$ cat src/core/rmi_pkg.sv
// Register map and constants of the interrupt mask and identity bank.
// Assumes a word-aligned byte address on a plain strobe register port.
package rmi_pkg;

  // Register port widths
  localparam int unsigned RMI_ADDR_W = 12;
  localparam int unsigned RMI_DATA_W = 32;
  localparam int unsigned RMI_SRC_W = 16;
  localparam int unsigned RMI_ID_W = 16;

  // Register byte offsets
  localparam logic [11:0] RMI_OFS_STATUS = 12'h0c0;
  localparam logic [11:0] RMI_OFS_CLEAR = 12'h0c4;
  localparam logic [11:0] RMI_OFS_FORCE = 12'h0c8;
  localparam logic [11:0] RMI_OFS_MASK = 12'h0cc;
  localparam logic [11:0] RMI_OFS_NETID = 12'h100;
  localparam logic [11:0] RMI_OFS_SHORT = 12'h104;
  localparam logic [11:0] RMI_OFS_LONG_HI = 12'h108;
  localparam logic [11:0] RMI_OFS_LONG_LO = 12'h10c;

  // Source bit positions
  localparam int unsigned RMI_BIT_SEQ_DONE = 0;
  localparam int unsigned RMI_BIT_DATA_REQ = 1;
  localparam int unsigned RMI_BIT_PKT_RX = 2;
  localparam int unsigned RMI_BIT_RX_FILL = 9;
  localparam int unsigned RMI_BIT_SOFT_CLK = 10;
  localparam int unsigned RMI_BIT_FLT_FAIL = 11;
  localparam int unsigned RMI_BIT_CRC_FAIL = 12;
  localparam int unsigned RMI_BIT_CMPL_CLK = 13;
  localparam int unsigned RMI_BIT_FRAME_ST = 14;
  localparam int unsigned RMI_BIT_SEQ_START = 15;

  // Implemented source bits; the rest are reserved
  localparam logic [15:0] RMI_SRC_VALID = 16'hfe07;

  // Values after reset
  localparam logic [15:0] RMI_RST_MASK = 16'h0000;
  localparam logic [15:0] RMI_RST_PEND = 16'h0000;
  localparam logic [15:0] RMI_RST_NETID = 16'hffff;
  localparam logic [15:0] RMI_RST_SHORT = 16'hffff;
  localparam logic [31:0] RMI_RST_LONG = 32'h0000_0000;
  localparam logic [31:0] RMI_RD_UNMAPPED = 32'h0000_0000;

endpackage

$ cat src/core/rmi_regs.sv
// Interrupt pending, clear, force and mask registers plus identity registers.
// Assumes single-cycle strobes, never both at once, and one-cycle event pulses.
//
// The address-and-strobe port was decided locally.
`timescale 1ns/1ps

module rmi_regs
  import rmi_pkg::*;
(
  // Clock, reset, enable
  input wire logic i_sys_clk,
  input wire logic i_sys_rst,
  input wire logic i_clk_en,
  // Register port
  input wire logic [11:0] i_addr,
  input wire logic [31:0] i_wdata,
  input wire logic i_wr,
  input wire logic i_rd,
  output logic [31:0] o_rdata,
  // Event pulses from source logic
  input wire logic [15:0] i_evt,
  // Interrupt to processor
  output logic o_irq,
  // Identity to header filter
  output logic [15:0] o_network_id,
  output logic [15:0] o_short_addr,
  output logic [63:0] o_long_addr
);

  // Address decode
  function automatic logic hit(input logic [11:0] a, input logic [11:0] ofs);
    hit = (a == ofs);
  endfunction

  logic [15:0] mask;
  logic [15:0] pend;
  logic [15:0] next_mask;
  logic [15:0] next_pend;
  logic [15:0] next_network_id;
  logic [15:0] next_short_addr;
  logic [63:0] next_long_addr;
  logic [31:0] next_rdata;
  logic next_irq;
  logic [15:0] clr_bits;
  logic [15:0] set_bits;
  logic wr_en;
  logic rd_en;

  assign wr_en = i_wr & i_clk_en;
  assign rd_en = i_rd & i_clk_en;

  // Clear and force strobes
  always_comb begin
    clr_bits = 16'h0000;
    set_bits = i_evt & RMI_SRC_VALID;
    if (wr_en && hit(i_addr, RMI_OFS_CLEAR)) begin
      clr_bits = i_wdata[15:0] & RMI_SRC_VALID;
    end
    if (wr_en && hit(i_addr, RMI_OFS_FORCE)) begin
      set_bits = set_bits | (i_wdata[15:0] & RMI_SRC_VALID);
    end
  end

  // Pending bits, set wins over clear
  genvar g;
  generate
    for (g = 0; g < 16; g++) begin : g_pend
      always_comb begin
        next_pend[g] = pend[g];
        if (i_clk_en) begin
          next_pend[g] = set_bits[g] | (pend[g] & ~clr_bits[g]);
        end
      end
    end
  endgenerate

  // Software register writes
  always_comb begin
    next_mask = mask;
    next_network_id = o_network_id;
    next_short_addr = o_short_addr;
    next_long_addr = o_long_addr;
    if (wr_en) begin
      if (hit(i_addr, RMI_OFS_MASK)) begin
        next_mask = i_wdata[15:0] & RMI_SRC_VALID;
      end
      if (hit(i_addr, RMI_OFS_NETID)) begin
        next_network_id = i_wdata[15:0];
      end
      if (hit(i_addr, RMI_OFS_SHORT)) begin
        next_short_addr = i_wdata[15:0];
      end
      if (hit(i_addr, RMI_OFS_LONG_HI)) begin
        next_long_addr[63:32] = i_wdata;
      end
      if (hit(i_addr, RMI_OFS_LONG_LO)) begin
        next_long_addr[31:0] = i_wdata;
      end
    end
  end

  // Interrupt line from current pending and mask
  always_comb begin
    next_irq = o_irq;
    if (i_clk_en) begin
      next_irq = |(pend & mask);
    end
  end

  // Read data, one cycle after the strobe
  always_comb begin
    next_rdata = o_rdata;
    if (i_clk_en) begin
      next_rdata = RMI_RD_UNMAPPED;
      if (rd_en) begin
        case (i_addr)
          RMI_OFS_STATUS: next_rdata = {16'h0000, pend};
          RMI_OFS_MASK: next_rdata = {16'h0000, mask};
          RMI_OFS_NETID: next_rdata = {16'h0000, o_network_id};
          RMI_OFS_SHORT: next_rdata = {16'h0000, o_short_addr};
          RMI_OFS_LONG_HI: next_rdata = o_long_addr[63:32];
          RMI_OFS_LONG_LO: next_rdata = o_long_addr[31:0];
          default: next_rdata = RMI_RD_UNMAPPED;
        endcase
      end
    end
  end

  // State registers
  always_ff @(posedge i_sys_clk) begin
    if (i_sys_rst) begin
      mask <= RMI_RST_MASK;
      pend <= RMI_RST_PEND;
      o_irq <= 1'b0;
      o_rdata <= RMI_RD_UNMAPPED;
      o_network_id <= RMI_RST_NETID;
      o_short_addr <= RMI_RST_SHORT;
      o_long_addr <= {RMI_RST_LONG, RMI_RST_LONG};
    end else begin
      mask <= next_mask;
      pend <= next_pend;
      o_irq <= next_irq;
      o_rdata <= next_rdata;
      o_network_id <= next_network_id;
      o_short_addr <= next_short_addr;
      o_long_addr <= next_long_addr;
    end
  end

  // Gating of each implemented source by its own mask bit; reserved sources never pend
  generate
    for (g = 0; g < 16; g++) begin : g_chk
      if (RMI_SRC_VALID[g]) begin : g_src

      end else begin : g_resv

      end
    end
  endgenerate
endmodule

$ cat config.mk
export PLATFORM = sky130hd
export DESIGN_NAME = rmi_regs
export DESIGN_NICKNAME = d
export VERILOG_FILES = /design/src/core/rmi_pkg.sv /design/src/core/rmi_regs.sv
export SDC_FILE = /design/constraint.sdc
export NUM_CORES = 1
export LEC_CHECK = 0
export BUFFER_PORTS_ARGS = -buffer_cell sky130_fd_sc_hd__clkbuf_2
export CORE_ASPECT_RATIO = 1.1
export CORE_UTILIZATION = 50
export CTS_CLUSTER_DIAMETER = 60
export CTS_CLUSTER_SIZE = 12
export DETAILED_ROUTE_END_ITERATION = 8
export GPL_TIMING_DRIVEN = 0
export PLACE_DENSITY = 0.78
export SETUP_SLACK_MARGIN = 0.3
export SYNTH_ARGS = -nofsm -noshare
export SYNTH_HDL_FRONTEND = slang
export SYNTH_SLANG_ARGS = --single-unit
$ cat constraint.sdc
create_clock -name i_sys_clk -period 2.4 [get_ports i_sys_clk]
set_input_delay 0.48 -clock i_sys_clk [delete_from_list [all_inputs] [get_ports i_sys_clk]]
set_output_delay 0.48 -clock i_sys_clk [all_outputs]
set_load 0.01 [all_outputs]
# Word level (Yosys, flattened, before mapping)
# Index checks and enable logic that the tools add are counted.
# word_totals
word_cells,80
out_inout_bits,129
in_bits,65
register_bits,155
# classes
eq_ne,8
n_reduce_logical,8
muxes,4
bitwise,52
# op_table
operator,count
$pmux 32 s6,1
$eq 12x8->1 const B,4
$eq 12x9->1 const B,4
$mux 16,2
$mux 32,1
$and 1x1->1,18
$and 16x16->16,1
$not 1->1,16
$or 1x1->1,16
$or 16x16->16,1
$reduce_or 16->1,1
$reduce_and 2->1,5
$logic_and 1x1->1,2

# Logic depth before layout (Yosys ltp)
# logic_depth
ltp_word,6
ltp_mapped,7
mapped_depth_nobuf,4

# Worst setup path after synthesis
# Ideal clock, no wire load.
# synth_timing
path_kind,in2reg
startpoint,in i_addr[4]
endpoint,reg o_network_id[10]
path_stages,6
n_path_buf,2
required_time_ns,2.271
t_arrival_ns,2.086
path_slack_ns,0.184
setup_ns,0.129
path_cell_list,or4_4 > buf_6 > nor4_4 > buf_6 > mux2i_1 > nand2_1
# synth_between
elab_chain_cells,2
# synth_rtl
element,line,rtl
start: declaration,rmi_regs.sv:15,"input wire logic [11:0] i_addr,"
$eq 12x9->1,rmi_regs.sv:32,hit = (a == ofs);
$reduce_and 2->1 (no line),-,
end signal: assignment,rmi_regs.sv:144,o_network_id <= next_network_id;
end: declaration,rmi_regs.sv:25,"output logic [15:0] o_network_id,"
# Every way passes these cells.
# A chain may end at the register's enable or synchronous reset.

# Final worst setup path
# layout_timing
startpoint,in i_addr[4]
endpoint,reg o_long_addr[6]
# layout_between
elab_chain_cells,2
# layout_rtl
element,line,rtl
$eq 12x9->1,rmi_regs.sv:32,
$reduce_and 2->1 (no line),-,
end signal: assignment,rmi_regs.sv:138,"o_long_addr <= {RMI_RST_LONG, RMI_RST_LONG};"
end signal: assignment,rmi_regs.sv:146,o_long_addr <= next_long_addr;
end: declaration,rmi_regs.sv:27,output logic [63:0] o_long_addr
# Every way passes these cells.

==> out/results.ini <==
[synth]
yosysWarnings=0
synth_compound_area_share_pct=12.6
synth-edff-count=0
synth_xor_area_share_pct=0
avgSynthCellArea_um2=9.37
syn-num-nets=749
synth.distinct_cells=45
netlist_instances=684
synth_top_family_by_area=simple AND/OR/NAND/NOR gates
ys_ff_latch=149
netlist_area_um2=6410
yosysSeqAreaShare_pct=46.6
synthAdderAreaFrac_pct=0
yosys.area_share.simple_pct=19.8
muxShareOfSynthArea_pct=17.7
async_flop_share_pct=0
synth_flop_cell=dfxtp_1

[worst_setup_path]
cpMaxStageDelayCell=or4_4
cp-start-kind=input port
crit_arrival_ns=2.29
cp_cell_sequence=clkbuf_2, or4_4, buf_6, nor4_4, buf_2, nand2_1, a21oi_1
reg2reg_to=o_rdata[11]
slowest_delay_ns=0.53
endpoint_kind=flip-flop
path_buf_inv=3
worstSetupPathType=in2reg
cp_max_fo=10
reg2reg_depth=4
cp_top_family=simple AND/OR/NAND/NOR gates
rr_startpoint=o_long_addr[11]
crit_required_ns=2.75
r2r_setup_slack_ns=1.04

[routing]
wl_met3_um=1730
met1_length_um=8010
vias=6017
dr.pass1.iters=5
viasPerCell=5.68
wl_met2_um=9440
topRoutingLayerUsed=met4
drtIter0Drc=479
drc=0
postRouteAntennaNets=0
drt-total-wl_um=19700
avgRoutedWirePerCell_um=18.6

[sta]
period_minus_slack_ns=1.95
fin_skew_ns=0.00697
rsz0062_at_grt=no
whs_ns=0.299
fin_tns_setup_ns=0
worst_slack_ns=0.453
timing.fmax_ghz=0.514
final_max_slew_viol_count=0
setup_violations=0
hold_viol_final=0
tightest_slew_ns=0.711
finalCritPeriodShare_pct=81.1
slew_headroom_pct=52.6

[clocking]
cts_made_buffers=17
cts_tree=built
clockBufferDepth=2
ctsHoldBuffers=0
clock_sinks=149
htreeDepth=4
path_clk_slew_ns=0.06
clockRootBuffer=clkbuf_16
insertion_delay_ns=0.42

[global_route]
grt_pass1_wl_um=30100
antenna_found_initial=0
grt_usage_pct=30.4
grt_max_degree=17
grt_pass1_vias=5721
grt_remaining_overflow=0

[power]
p_leak_nw=3.59
powerDensity_nw_per_um2=653
peakVddDrop_mv=0.546

[final_layout]
n_fill_cell=1055
drive_gt1_share_pct=29.6
fin_area_um2=8140
diodes=0
multi_input_area_um2=3240
area_growth_syn_to_layout_pct=27.0
regArea_um2=2980
fin_nets=955
final_common_cell=clkbuf_2
layout_common_cells=clkbuf_2 (187), dfxtp_1 (149), nand2_1 (134), a21oi_1 (74), mux2i_1 (68)

[place]
pre_cts_ws_ns=-0.277
place_congestion=0.863
portBuffers=186
hpwl_um=14300
placed_cell_area_um2=7540

[floorplanning]
num_io_pins=194
start_util_pct=51.1
die-width_um=110
die_area_um2=13300
rows=43
core_area_um2=12500
die_h_um=121

[run]
maxCapViolCount=0

[status]
outcome=finished, final reports clean

[hold_path]
hold_depth=3
whs_endpoint=o_long_addr[26]
min_path_type=in2reg
min_from=i_wdata[26]

==> metrics by stage <==
| stage | instances | util [%] | power [mW] |
|---|---|---|---|
| floorplan | 684 | - | 2.70 |
| global placement | 1027 | 60.2 | 2.84 |
| detailed placement | 1027 | 60.2 | 2.84 |
| CTS | 1059 | 64.7 | 5.31 |
| global route | 1059 | 64.9 | 5.45 |
| finish | 1059 | 64.9 | 5.31 |
==> worst max path at each step <==
stage / cells after the start / start / slack [ns] / endpoint
2_1_floorplan: 6 / i_addr[2] / 0.22 / o_network_id[10]
3_3_place_gp: 7 / i_addr[4] / -0.29 / o_short_addr[14]
3_5_place_dp: 7 / i_addr[4] / -0.28 / o_short_addr[9]
4_1_cts: 7 / i_addr[4] / 0.32 / o_long_addr[6]
5_1_grt: 7 / i_addr[3] / 0.37 / o_rdata[10]
6_report: 7 / i_addr[4] / 0.45 / o_long_addr[6]
==> state kept, by name, indices dropped and copies added, names as in the netlist <==
signal and cells:
pend 10, o_network_id 16, o_short_addr 16, o_long_addr 64, o_rdata 32, mask 10, o_irq 1
==> logic make-up (layout without fill, tap and decap cells) <==
| family | count (synthesis) | count (layout) |
|---|---|---|
| mux | 96 | 96 |
| compound gates | 128 | 128 |
| flops | 149 | 149 |
| simple gates | 264 | 264 |
| buf+inv | 47 | 265 |
==> layer usage <==
metal | global-route usage, % | vias to the layer above
met3 | 8.95 | 46
met2 | 49.9 | 281
met1 | 37.5 | 2861
met4 | 11.1 | 0
met5 | 0 | -
li1 | - | 2829
==> power breakdown <==
group | internal [mW] | switching, mW | total (mW)
combinational | 0.108 | 0.192 | 0.300
sequential | 2.49 | 0.0135 | 2.50
clock | 1.53 | 0.981 | 2.51
total | 4.13 | 1.19 | 5.31
==> worst register-to-register path, stage by stage, from the launching register on <==
cell and delay, ns:
dfxtp_1 0.33, mux4_2 0.52, nand2_1 0.09, o21ai_0 0.11
a22o_1 0.22
==> layout make-up <==
type / count / area share (%)
buffer: 46 / 2.71
clock buffer: 28 / 6.23
clock inverter: 3 / 0.523
inverter: 1 / 0.0461
multi-input combinational: 488 / 39.9
sequential: 149 / 36.7
tap: 157 / 2.41
timing repair buffer: 187 / 11.5
==> timing repair <==
item,4_1_cts,5_1_grt
setup endpoints to repair,80,73
pin swaps,1,0
setup buffers,1,0
gates resized for setup,1,6
==> cells in the mapped netlist (all sizes together), types with 7 or more instances <==
master / n / area (µm²)
nor4: 7 / 95.1
mux2: 16 / 180
clkbuf: 28 / 105
nand2b: 10 / 62.6
nand2: 134 / 503
mux2i: 68 / 681
dfxtp: 149 / 2980
buf: 18 / 104
nor2b: 20 / 125
nand3: 7 / 35.0
a211o: 10 / 87.6
and2: 12 / 75.1
a21oi: 74 / 370
mux4: 12 / 270
a22o: 11 / 96.3
nor2: 52 / 195
Note: power is estimated with default switching activity, not from simulation.
